File: config.mk
export PLATFORM = sky130hd
export DESIGN_NAME = acs_top
export DESIGN_NICKNAME = d
export VERILOG_FILES = /design/src/pkg/acs_pkg.sv /design/src/pkg/acs_res_if.sv /design/src/core/acs_top.sv /design/src/core/acs_fmt.sv
export SDC_FILE = /design/constraint.sdc
export NUM_CORES = 1
export LEC_CHECK = 0
export BUFFER_PORTS_ARGS = -buffer_cell sky130_fd_sc_hd__buf_4
export CORE_MARGIN = 4
export CORE_UTILIZATION = 49
export CTS_BUF_LIST = sky130_fd_sc_hd__clkbuf_4
export CTS_CLUSTER_SIZE = 20
export DETAILED_ROUTE_END_ITERATION = 8
export PLACE_DENSITY_LB_ADDON = 0.15
export SLEW_MARGIN = 20
export SYNTH_ARGS = -nofsm -noshare
export SYNTH_HDL_FRONTEND = slang
export SYNTH_SLANG_ARGS = --single-unit
File: constraint.sdc
create_clock -name i_ref_clk -period 2 [get_ports i_ref_clk]
set_input_delay 0.2 -clock i_ref_clk [delete_from_list [all_inputs] [get_ports i_ref_clk]]
set_output_delay 0.2 -clock i_ref_clk [all_outputs]
set_load 0.005 [all_outputs]
File: src/pkg/acs_pkg.sv
// constants and types for the converter selection and result block
package acs_pkg;

    // ************************************************************
    // bus geometry
    // ************************************************************
    localparam int          ADDR_W      = 12;
    localparam int          DATA_W      = 32;
    localparam int          IDX_W       = 10;
    localparam int          IDX_LSB     = 2;

    // ************************************************************
    // register indices, byte address is four times the index
    // ************************************************************
    localparam logic [9:0]  IDX_RES_LO  = 10'h078;
    localparam logic [9:0]  IDX_RES_HI  = 10'h079;
    localparam logic [9:0]  IDX_SELECT  = 10'h07C;
    localparam logic [9:0]  IDX_CTRL    = 10'h070;
    localparam logic [9:0]  IDX_STAT    = 10'h071;
    localparam logic [9:0]  IDX_MASK    = 10'h072;

    // ************************************************************
    // selection register fields and reset
    // ************************************************************
    localparam int          REF_MSB     = 7;
    localparam int          REF_LSB     = 6;
    localparam int          ALIGN_BIT   = 5;
    localparam int          CHAN_MSB    = 4;
    localparam logic [7:0]  SELECT_RST  = 8'h00;

    // reference select encodings
    localparam logic [1:0]  REF_EXT     = 2'h0;
    localparam logic [1:0]  REF_SUPPLY  = 2'h1;
    localparam logic [1:0]  REF_RSVD    = 2'h2;
    localparam logic [1:0]  REF_INT     = 2'h3;

    // channel codes that stay single ended despite bit 4
    localparam logic [4:0]  CHAN_BGAP   = 5'h1E;
    localparam logic [4:0]  CHAN_GND    = 5'h1F;

    // ************************************************************
    // control and event bits
    // ************************************************************
    localparam int          CTRL_START  = 0;
    localparam int          EV_W        = 2;
    localparam int          EV_DONE     = 0;
    localparam int          EV_OVER     = 1;
    localparam logic [1:0]  EV_RST      = 2'h0;

    // ************************************************************
    // result coding
    // ************************************************************
    localparam int          RAW_W       = 12;
    localparam int          RES_W       = 10;
    localparam logic [9:0]  SE_MIN      = 10'h000;
    localparam logic [9:0]  SE_MAX      = 10'h3FF;
    localparam logic [9:0]  DIFF_MAX    = 10'h1FF;
    localparam logic [9:0]  DIFF_MIN    = 10'h200;
    localparam logic [9:0]  RES_RST     = 10'h000;

    // bus responses
    localparam logic [1:0]  RESP_OKAY   = 2'h0;
    localparam logic [1:0]  RESP_SLVERR = 2'h2;

    typedef enum logic {
        ACS_IDLE,
        ACS_CONV
    } acs_state_t;

endpackage

File: src/pkg/acs_res_if.sv
// carrier between the control core and the result formatter
`timescale 1ns/1ps
interface acs_res_if;
    logic [9:0] result;
    logic       left_align;
    logic [7:0] high_byte;
    logic [7:0] low_byte;

    modport core (
        output result,
        output left_align,
        input  high_byte,
        input  low_byte
    );

    modport fmt (
        input  result,
        input  left_align,
        output high_byte,
        output low_byte
    );
endinterface

File: src/core/acs_top.sv
// converter reference, channel selection and result register block
//
// The AXI4-Lite slave port is this design's own decision.
`timescale 1ns/1ps
// Behaviour
// - finished result lands in both result bytes, valid once flag high
// - single ended result unsigned, 0x000 ground to 0x3FF
// - differential result two's complement, 0x200 to 0x1FF, saturating
// - reference field: 00 external pin, 01 supply, 10 reserved, 11 internal
// - reference change during conversion waits for the done flag
// - alignment bit five set gives left aligned bytes, clear right aligned
// - alignment change reformats result bytes at once
// - selection register eight bits read/write, reset zero
// - result bytes read only, layout follows alignment
// - channel field picks pairing, changes wait for conversion end
module acs_top (
    // ************************************************************
    // clock and reset
    // ************************************************************
    input  wire logic                       i_ref_clk,
    input  wire logic                       i_rst,
    // ************************************************************
    // axi4-lite write address and data
    // ************************************************************
    input  wire logic                       i_axi_awvalid,
    output      logic                       o_axi_awready,
    input  wire logic [acs_pkg::ADDR_W-1:0] i_axi_awaddr,
    input  wire logic [2:0]                 i_axi_awprot,
    input  wire logic                       i_axi_wvalid,
    output      logic                       o_axi_wready,
    input  wire logic [acs_pkg::DATA_W-1:0] i_axi_wdata,
    input  wire logic [3:0]                 i_axi_wstrb,
    // ************************************************************
    // axi4-lite write response
    // ************************************************************
    output      logic                       o_axi_bvalid,
    input  wire logic                       i_axi_bready,
    output      logic [1:0]                 o_axi_bresp,
    // ************************************************************
    // axi4-lite read
    // ************************************************************
    input  wire logic                       i_axi_arvalid,
    output      logic                       o_axi_arready,
    input  wire logic [acs_pkg::ADDR_W-1:0] i_axi_araddr,
    input  wire logic [2:0]                 i_axi_arprot,
    output      logic                       o_axi_rvalid,
    input  wire logic                       i_axi_rready,
    output      logic [acs_pkg::DATA_W-1:0] o_axi_rdata,
    output      logic [1:0]                 o_axi_rresp,
    // ************************************************************
    // converter core side
    // ************************************************************
    output      logic                       o_conv_start,
    output      logic                       o_conv_busy,
    input  wire logic                       i_conv_done,
    input  wire logic [acs_pkg::RAW_W-1:0]  i_conv_raw,
    // ************************************************************
    // analog routing controls
    // ************************************************************
    output      logic                       o_ref_ext_sel,
    output      logic                       o_ref_supply_sel,
    output      logic                       o_ref_int_on,
    output      logic [4:0]                 o_channel_select,
    output      logic                       o_diff_mode,
    // ************************************************************
    // interrupt
    // ************************************************************
    output      logic                       o_irq
);
    import acs_pkg::*;

    // ************************************************************
    // helper functions
    // ************************************************************
    function automatic logic [IDX_W-1:0] acs_index(
        input logic [ADDR_W-1:0] addr
    );
        acs_index = addr[ADDR_W-1:IDX_LSB];
    endfunction

    function automatic logic acs_is_diff(input logic [4:0] chan);
        acs_is_diff = chan[CHAN_MSB] && (chan != CHAN_BGAP)
                      && (chan != CHAN_GND);
    endfunction

    // raw is a signed count in 1/1024 steps of the reference
    function automatic logic [RES_W-1:0] acs_code(
        input logic [RAW_W-1:0] raw,
        input logic             diff
    );
        logic signed [RAW_W-1:0] s;
        logic signed [RAW_W-1:0] h;
        s = raw;
        h = s >>> 1;
        acs_code = SE_MIN;
        if (diff) begin
            // half scale: 512 steps per reference
            if (h > $signed(12'h1FF)) begin
                acs_code = DIFF_MAX;
            end else if (h < $signed(12'hE00)) begin
                acs_code = DIFF_MIN;
            end else begin
                acs_code = h[RES_W-1:0];
            end
        end else begin
            if (s < $signed(12'h000)) begin
                acs_code = SE_MIN;
            end else if (s > $signed(12'h3FF)) begin
                acs_code = SE_MAX;
            end else begin
                acs_code = s[RES_W-1:0];
            end
        end
    endfunction

    // ************************************************************
    // declarations
    // ************************************************************
    logic              aw_hold_q;
    logic              aw_hold_d;
    logic [IDX_W-1:0]  aw_idx_q;
    logic [IDX_W-1:0]  aw_idx_d;
    logic              w_hold_q;
    logic              w_hold_d;
    logic [7:0]        wdata_q;
    logic [7:0]        wdata_d;
    logic              wstrb_q;
    logic              wstrb_d;
    logic              bvalid_q;
    logic              bvalid_d;
    logic [1:0]        bresp_q;
    logic [1:0]        bresp_d;
    logic              wr_do;
    logic              rvalid_q;
    logic              rvalid_d;
    logic [DATA_W-1:0] rdata_q;
    logic [DATA_W-1:0] rdata_d;
    logic [1:0]        rresp_q;
    logic [1:0]        rresp_d;
    logic [IDX_W-1:0]  ar_idx;
    logic              wr_sel;
    logic              wr_ctrl;
    logic              wr_stat;
    logic              wr_mask;
    logic [7:0]        select_q;
    logic [7:0]        select_d;
    logic [1:0]        act_ref_q;
    logic [1:0]        act_ref_d;
    logic [4:0]        act_chan_q;
    logic [4:0]        act_chan_d;
    acs_state_t        state_q;
    acs_state_t        state_d;
    logic              start_q;
    logic              start_d;
    logic [RES_W-1:0]  result_q;
    logic [RES_W-1:0]  result_d;
    logic [EV_W-1:0]   stat_q;
    logic [EV_W-1:0]   stat_d;
    logic [EV_W-1:0]   mask_q;
    logic [EV_W-1:0]   mask_d;
    logic              done_ev;

    acs_res_if res ();

    // ************************************************************
    // result formatter
    // ************************************************************
    acs_fmt u_fmt (
        .res (res)
    );

    assign res.result     = result_q;
    assign res.left_align = select_q[ALIGN_BIT];

    // ************************************************************
    // write channel, address and data taken in either order
    // ************************************************************
    assign o_axi_awready = !aw_hold_q;
    assign o_axi_wready  = !w_hold_q;
    assign wr_do         = aw_hold_q && w_hold_q && !bvalid_q;

    always_comb begin
        aw_hold_d = aw_hold_q;
        aw_idx_d  = aw_idx_q;
        w_hold_d  = w_hold_q;
        wdata_d   = wdata_q;
        wstrb_d   = wstrb_q;
        bvalid_d  = bvalid_q;
        bresp_d   = bresp_q;
        if (bvalid_q && i_axi_bready) begin
            bvalid_d = 1'b0;
        end
        if (wr_do) begin
            aw_hold_d = 1'b0;
            w_hold_d  = 1'b0;
            bvalid_d  = 1'b1;
            unique case (aw_idx_q)
                IDX_SELECT, IDX_CTRL, IDX_STAT, IDX_MASK,
                IDX_RES_LO, IDX_RES_HI: begin
                    bresp_d = RESP_OKAY;
                end
                default: begin
                    bresp_d = RESP_SLVERR;
                end
            endcase
        end
        if (i_axi_awvalid && !aw_hold_q) begin
            aw_hold_d = 1'b1;
            aw_idx_d  = acs_index(i_axi_awaddr);
        end
        if (i_axi_wvalid && !w_hold_q) begin
            w_hold_d = 1'b1;
            wdata_d  = i_axi_wdata[7:0];
            wstrb_d  = i_axi_wstrb[0];
        end
    end

    always_ff @(posedge i_ref_clk or posedge i_rst) begin
        if (i_rst) begin
            aw_hold_q <= 1'b0;
            aw_idx_q  <= '0;
            w_hold_q  <= 1'b0;
            wdata_q   <= 8'h00;
            wstrb_q   <= 1'b0;
            bvalid_q  <= 1'b0;
            bresp_q   <= RESP_OKAY;
        end else begin
            aw_hold_q <= aw_hold_d;
            aw_idx_q  <= aw_idx_d;
            w_hold_q  <= w_hold_d;
            wdata_q   <= wdata_d;
            wstrb_q   <= wstrb_d;
            bvalid_q  <= bvalid_d;
            bresp_q   <= bresp_d;
        end
    end

    assign o_axi_bvalid = bvalid_q;
    assign o_axi_bresp  = bresp_q;

    // writes to result bytes are accepted and ignored
    assign wr_sel  = wr_do && wstrb_q && (aw_idx_q == IDX_SELECT);
    assign wr_ctrl = wr_do && wstrb_q && (aw_idx_q == IDX_CTRL);
    assign wr_stat = wr_do && wstrb_q && (aw_idx_q == IDX_STAT);
    assign wr_mask = wr_do && wstrb_q && (aw_idx_q == IDX_MASK);

    // ************************************************************
    // read channel
    // ************************************************************
    assign o_axi_arready = !rvalid_q;
    assign ar_idx        = acs_index(i_axi_araddr);

    always_comb begin
        rvalid_d = rvalid_q;
        rdata_d  = rdata_q;
        rresp_d  = rresp_q;
        if (rvalid_q && i_axi_rready) begin
            rvalid_d = 1'b0;
        end
        if (i_axi_arvalid && !rvalid_q) begin
            rvalid_d = 1'b1;
            rresp_d  = RESP_OKAY;
            rdata_d  = '0;
            unique case (ar_idx)
                IDX_SELECT: begin
                    rdata_d[7:0] = select_q;
                end
                IDX_RES_LO: begin
                    rdata_d[7:0] = res.low_byte;
                end
                IDX_RES_HI: begin
                    rdata_d[7:0] = res.high_byte;
                end
                IDX_CTRL: begin
                    rdata_d[CTRL_START] = (state_q == ACS_CONV);
                end
                IDX_STAT: begin
                    rdata_d[EV_W-1:0] = stat_q;
                end
                IDX_MASK: begin
                    rdata_d[EV_W-1:0] = mask_q;
                end
                default: begin
                    rresp_d = RESP_SLVERR;
                end
            endcase
        end
    end

    always_ff @(posedge i_ref_clk or posedge i_rst) begin
        if (i_rst) begin
            rvalid_q <= 1'b0;
            rdata_q  <= '0;
            rresp_q  <= RESP_OKAY;
        end else begin
            rvalid_q <= rvalid_d;
            rdata_q  <= rdata_d;
            rresp_q  <= rresp_d;
        end
    end

    assign o_axi_rvalid = rvalid_q;
    assign o_axi_rdata  = rdata_q;
    assign o_axi_rresp  = rresp_q;

    // ************************************************************
    // selection, conversion sequencing, result and events
    // ************************************************************
    assign done_ev = (state_q == ACS_CONV) && i_conv_done;

    always_comb begin
        select_d   = select_q;
        act_ref_d  = act_ref_q;
        act_chan_d = act_chan_q;
        state_d    = state_q;
        start_d    = 1'b0;
        result_d   = result_q;
        stat_d     = stat_q;
        mask_d     = mask_q;
        if (wr_sel) begin
            select_d = wdata_q;
        end
        if (wr_mask) begin
            mask_d = wdata_q[EV_W-1:0];
        end
        if (wr_stat) begin
            stat_d = stat_q & ~wdata_q[EV_W-1:0];
        end
        unique case (state_q)
            ACS_IDLE: begin
                // shadow tracks the register while nothing converts
                act_ref_d  = select_q[REF_MSB:REF_LSB];
                act_chan_d = select_q[CHAN_MSB:0];
                if (wr_ctrl && wdata_q[CTRL_START]) begin
                    state_d = ACS_CONV;
                    start_d = 1'b1;
                end
            end
            ACS_CONV: begin
                // shadow locked, so a late write waits for completion
                if (i_conv_done) begin
                    state_d    = ACS_IDLE;
                    result_d   = acs_code(i_conv_raw,
                                          acs_is_diff(act_chan_q));
                    act_ref_d  = select_q[REF_MSB:REF_LSB];
                    act_chan_d = select_q[CHAN_MSB:0];
                end
            end
        endcase
        // set beats a clear in the same cycle
        if (done_ev) begin
            stat_d[EV_DONE] = 1'b1;
            if (stat_q[EV_DONE]) begin
                stat_d[EV_OVER] = 1'b1;
            end
        end
    end

    always_ff @(posedge i_ref_clk or posedge i_rst) begin
        if (i_rst) begin
            select_q   <= SELECT_RST;
            act_ref_q  <= SELECT_RST[REF_MSB:REF_LSB];
            act_chan_q <= SELECT_RST[CHAN_MSB:0];
            state_q    <= ACS_IDLE;
            start_q    <= 1'b0;
            result_q   <= RES_RST;
            stat_q     <= EV_RST;
            mask_q     <= EV_RST;
        end else begin
            select_q   <= select_d;
            act_ref_q  <= act_ref_d;
            act_chan_q <= act_chan_d;
            state_q    <= state_d;
            start_q    <= start_d;
            result_q   <= result_d;
            stat_q     <= stat_d;
            mask_q     <= mask_d;
        end
    end

    // ************************************************************
    // analog routing decode
    // ************************************************************
    // reserved code leaves every reference switch open
    always_comb begin
        o_ref_ext_sel    = 1'b0;
        o_ref_supply_sel = 1'b0;
        o_ref_int_on     = 1'b0;
        unique case (act_ref_q)
            REF_EXT: begin
                o_ref_ext_sel = 1'b1;
            end
            REF_SUPPLY: begin
                o_ref_supply_sel = 1'b1;
            end
            REF_RSVD: begin
                o_ref_ext_sel = 1'b0;
            end
            REF_INT: begin
                o_ref_int_on = 1'b1;
            end
        endcase
    end

    assign o_channel_select = act_chan_q;
    assign o_diff_mode      = acs_is_diff(act_chan_q);
    assign o_conv_start     = start_q;
    assign o_conv_busy      = (state_q == ACS_CONV);
    assign o_irq            = |(stat_q & mask_q);

endmodule

File: src/core/acs_fmt.sv
// result byte pair formatter, left or right aligned
`timescale 1ns/1ps
module acs_fmt (
    // ************************************************************
    // result and alignment in, bytes out
    // ************************************************************
    acs_res_if.fmt  res
);
    import acs_pkg::*;

    // purely combinational so an alignment change shows at once
    always_comb begin
        if (res.left_align) begin
            res.high_byte = res.result[9:2];
            res.low_byte  = {res.result[1:0], 6'h00};
        end else begin
            res.high_byte = {6'h00, res.result[9:8]};
            res.low_byte  = res.result[7:0];
        end
    end
endmodule

==> impl_metrics.csv <==
group,metric,value,unit
global_route,grt_max_degree,43,
global_route,globalRouteTotalUtil,0.199,
sta,layout_min_cycle_time,1.83,ns
floorplanning,die_height,89.5,um
clock_tree,root_buffer,"clkbuf_4",
synthesis,synth_area_leader_cell,"dfrtp_1",
critical_path,crit_family,"simple AND/OR/NAND/NOR gates",
layout,multi_input_comb_area,1470,sq um
pwr,p_per_area,779,nW/um^2
critical_path,r2r_cells,5,
critical_path,critical_path_arrival,1.63,ns
layout,antenna_cells,0,
pwr,switchingPower,967,uW
critical_path,crit_fanout,11,
detailed_routing,drt-pass1-iter-count,4,
critical_path,crit_cells,4,
clock_tree,clock_sinks,64,
placed_design,globalplace.congestion,0.865,
floorplanning,start_util,0.510,
critical_path,cp.required,1.80,ns
detailed_routing,drt_iter0_drc,198,
clock_tree,clk_latency,0.40,ns
critical_path,reg2reg_from,"aw_idx_q[9]",
pwr,p_sw_frac,0.303,
critical_path,cpPeakStageDelay,0.41,ns
pwr,power_frac_comb,0.233,
critical_path,crit_buf_inv,2,
clock_tree,clock_path_buffers,2,
layout,postLayoutCoreUtil,0.641,
synthesis,synthCells,293,
clock_tree,cts_tree,"yes",
synthesis,async_reset_ff_frac,1.00,
synthesis,postSynthAreaPerCell,11.1,sq um
layout,ff_latch_area,1600,sq um
detailed_routing,postRouteAntennaNets,0,
synthesis,synth_warnings,0,
detailed_routing,viasPerCell,5.42,
sta,setup_violations,0,
floorplanning,placementRows,29,
clock_tree,cts_setup_buffers,0,
outcome,status,"completed",
synthesis,synthFlopType,"dfrtp_1",
layout,syn_to_final_growth,25.7,%
sta,hold_violations,0,
job,maxCapViolCount,0,
detailed_routing,wirelength,7.42,mm
sta,slew_headroom,0.656,
synthesis,ys_ff_latch,64,
sta,max_freq,548,MHz
detailed_routing,wire_per_inst,15.8,um
critical_path,r2r_slack,0.21,ns
global_route,globalRouteOverflowTotal,0,
layout,drive_gt1_frac,0.356,
clock_tree,cts_buffers,9,
sta,max_slew.worst_pin.slew,0.515,ns
critical_path,r2r-end,"select_q[4]",
placed_design,hpwl,5.61,mm
pwr,p_seq_frac,0.546,
pwr,p_leak,0.00192,uW
critical_path,cp-end-kind,"output pin",
critical_path,cp-start-kind,"register",
pwr,clkPwrFrac,0.220,
sta,finalClockSkew,0.00707,ns
clock_tree,path_clk_slew,0.11,ns
sta,finalCritPeriodShare,0.913,
hold_path,min_path_type,"in2reg",
synthesis,yosysUniqueCellTypes,44,
synthesis,yosysSeqAreaShare,0.492,
floorplanning,die-area,8010,sq um
floorplanning,die_x,89.5,um
global_route,first_global_vias,2469,
floorplanning,placeableCoreArea,6390,sq um
floorplanning,top_level_ports,139,
sta,setup-tns-final,0,ns
sta,maxSlewViolCount,0,
pwr,ir_drop,0.682,mV
synthesis,synth_top_area_frac,0.492,
critical_path,crit_type,"reg2out",
clock_tree,htreeDepth,3,
layout,fill_cells,511,
detailed_routing,vias,2547,
synthesis,netlist_area,3260,sq um
critical_path,crit_chain,"nand3_1, nand2_1, inv_1, buf_4",
synthesis,synthTopCellsByArea,"dfrtp_1 (49%), mux2_2 (13%), buf_4 (6.0%), o211ai_1 (2.5%), o21ai_0 (2.5%)",
synthesis,synth_edf_count,0,
critical_path,worstSetupStartpoint,"o_channel_select[1]",
placed_design,port_buffers,75,
critical_path,slowest_stage,"dfrtp_1",
pwr,p_int,2220,uW
sta,rsz0062_at_grt,"no",
global_route,antenna_found_initial,0,
detailed_routing,drc,0,
global_route,grt_pass1_wl,12.0,mm
sta,fin_hold_ws,0.0259,ns
layout,nets,475,
critical_path,crit_end,"o_diff_mode",
how the worst min path moves through the flow:
stage                         endpoint  cells after the start             from  slack [ns]
after floorplan           o_axi_bvalid                      1     i_axi_bready        0.30
after global placement    o_axi_rvalid                      2            i_rst        0.27
after detailed placement  o_axi_rvalid                      2            i_rst        0.27
after CTS                  aw_idx_q[0]                      2  i_axi_awaddr[2]      0.0007
after global routing       aw_idx_q[0]                      2  i_axi_awaddr[2]      0.0009
final                      aw_idx_q[3]                      2  i_axi_awaddr[5]        0.03
final cells by class:
cell class              count  area share
clock inverters             6     0.00917
well taps                  77      0.0235
multi-input cells         207       0.358
clock buffers               9      0.0165
inverters                   8     0.00733
flip-flops and latches     64       0.391
repair buffers             99       0.194
logic make-up after synthesis:
kind of cell,Yosys count,synth area share
and+or+nand+nor,73,0.133
AOI/OAI and AO/OA,64,0.138
DFF,64,0.492
buffers and inverters,47,0.0872
muxes,44,0.149
other,1,0.00115
power by group through the flow:
| stage | registers, uW | logic [uW] | clock network [uW] |
|---|---|---|---|
| floorplan | 1700 | 521 | 0 |
| global placement | 1750 | 701 | 0 |
| detailed placement | 1770 | 727 | 0 |
| CTS | 1750 | 754 | 722 |
| global route | 1790 | 839 | 777 |
| finish | 1740 | 745 | 703 |
cell usage in the layout, fill, tap and decap left out, types with 4 or more instances in the layout:
| cell type | netlist | layout |
|---|---|---|
| dfrtp_1 | 64 | 64 |
| a32oi_1 | 6 | 6 |
| inv_1 | 8 | 7 |
| clkbuf_4 | 0 | 9 |
| and3_1 | 5 | 5 |
| nand2b_1 | 4 | 4 |
| nor2_1 | 7 | 7 |
| a22oi_1 | 4 | 4 |
| nor2b_1 | 5 | 5 |
| a21oi_1 | 8 | 8 |
| mux2i_1 | 7 | 7 |
| nand2_1 | 16 | 16 |
| o21ai_0 | 16 | 16 |
| buf_4 | 26 | 82 |
| nand3_1 | 10 | 10 |
| o211ai_1 | 11 | 11 |
| nand4b_1 | 4 | 4 |
| nor3_1 | 5 | 5 |
| dlygate4sd3_1 | 0 | 16 |
| a211oi_1 | 4 | 4 |
| conb_1 | 1 | 26 |
| mux2_2 | 37 | 37 |
what timing repair did:
action / in CTS / in global routing
hold buffers: 16 / 0
resized for setup: 0 / 0
endpoints found under the hold margin: 37 / 0
per-stage QoR:
| stage | std cells | area [sq um] | setup WS (ns) | total power, uW |
|---|---|---|---|---|
| 2_1_floorplan | 318 | 3350 | 0.202 | 2220 |
| 3_3_place_gp | 439 | 3830 | 0.243 | 2450 |
| 3_5_place_dp | 439 | 3830 | 0.207 | 2500 |
| 4_1_cts | 470 | 4090 | 0.179 | 3220 |
| 5_1_grt | 470 | 4090 | 0.00995 | 3400 |
| 6_report | 470 | 4090 | 0.174 | 3190 |
sequential cells by signal, summed over array words and instances, names as in the netlist:
register and flops:
aw_hold_q 1, o_conv_busy 1, o_channel_select 5, o_axi_rvalid 1
o_axi_bresp 1, o_axi_rresp 1, wstrb_q 1, o_conv_start 1
select_q 8, act_ref_q 2, aw_idx_q 10, wdata_q 8
mask_q 2, o_axi_rdata 8, w_hold_q 1, res.result 10
o_axi_bvalid 1, stat_q 2
cell usage after synthesis, types with 2 or more instances:
cell and instances:
clkbuf_1 10, nand4b_1 4, o21ai_0 16, mux2i_1 7, nor2b_1 5, nand2b_1 4, o21a_1 3, nand2_1 16
dfrtp_1 64, buf_2 2, a221oi_1 3, and4b_1 2, and3_1 5, buf_4 26, nand3_1 10, nor3_1 5
a22oi_1 4, a21oi_1 8, a32oi_1 6, inv_1 8, a22o_1 3, nor2_1 7, nand4_1 3, o211ai_1 11
and2_1 3, mux2_2 37, a211oi_1 4
worst reg2reg max path: stages (launching register included):
cell      delay, ns
dfrtp_1        0.39
nand4b_1       0.28
nor4_4         0.28
and4b_1        0.22
buf_4          0.17
mux2_2         0.35
metal layers:
layer | GRT usage | part of all wire | up-vias
li1 | - | - | 1217
met5 | 0 | 0 | -
met4 | 0.0622 | 0.014 | 0
met3 | 0.0553 | 0.084 | 11
met2 | 0.317 | 0.48 | 93
met1 | 0.265 | 0.42 | 1226
(Power assumes the default switching activity.)
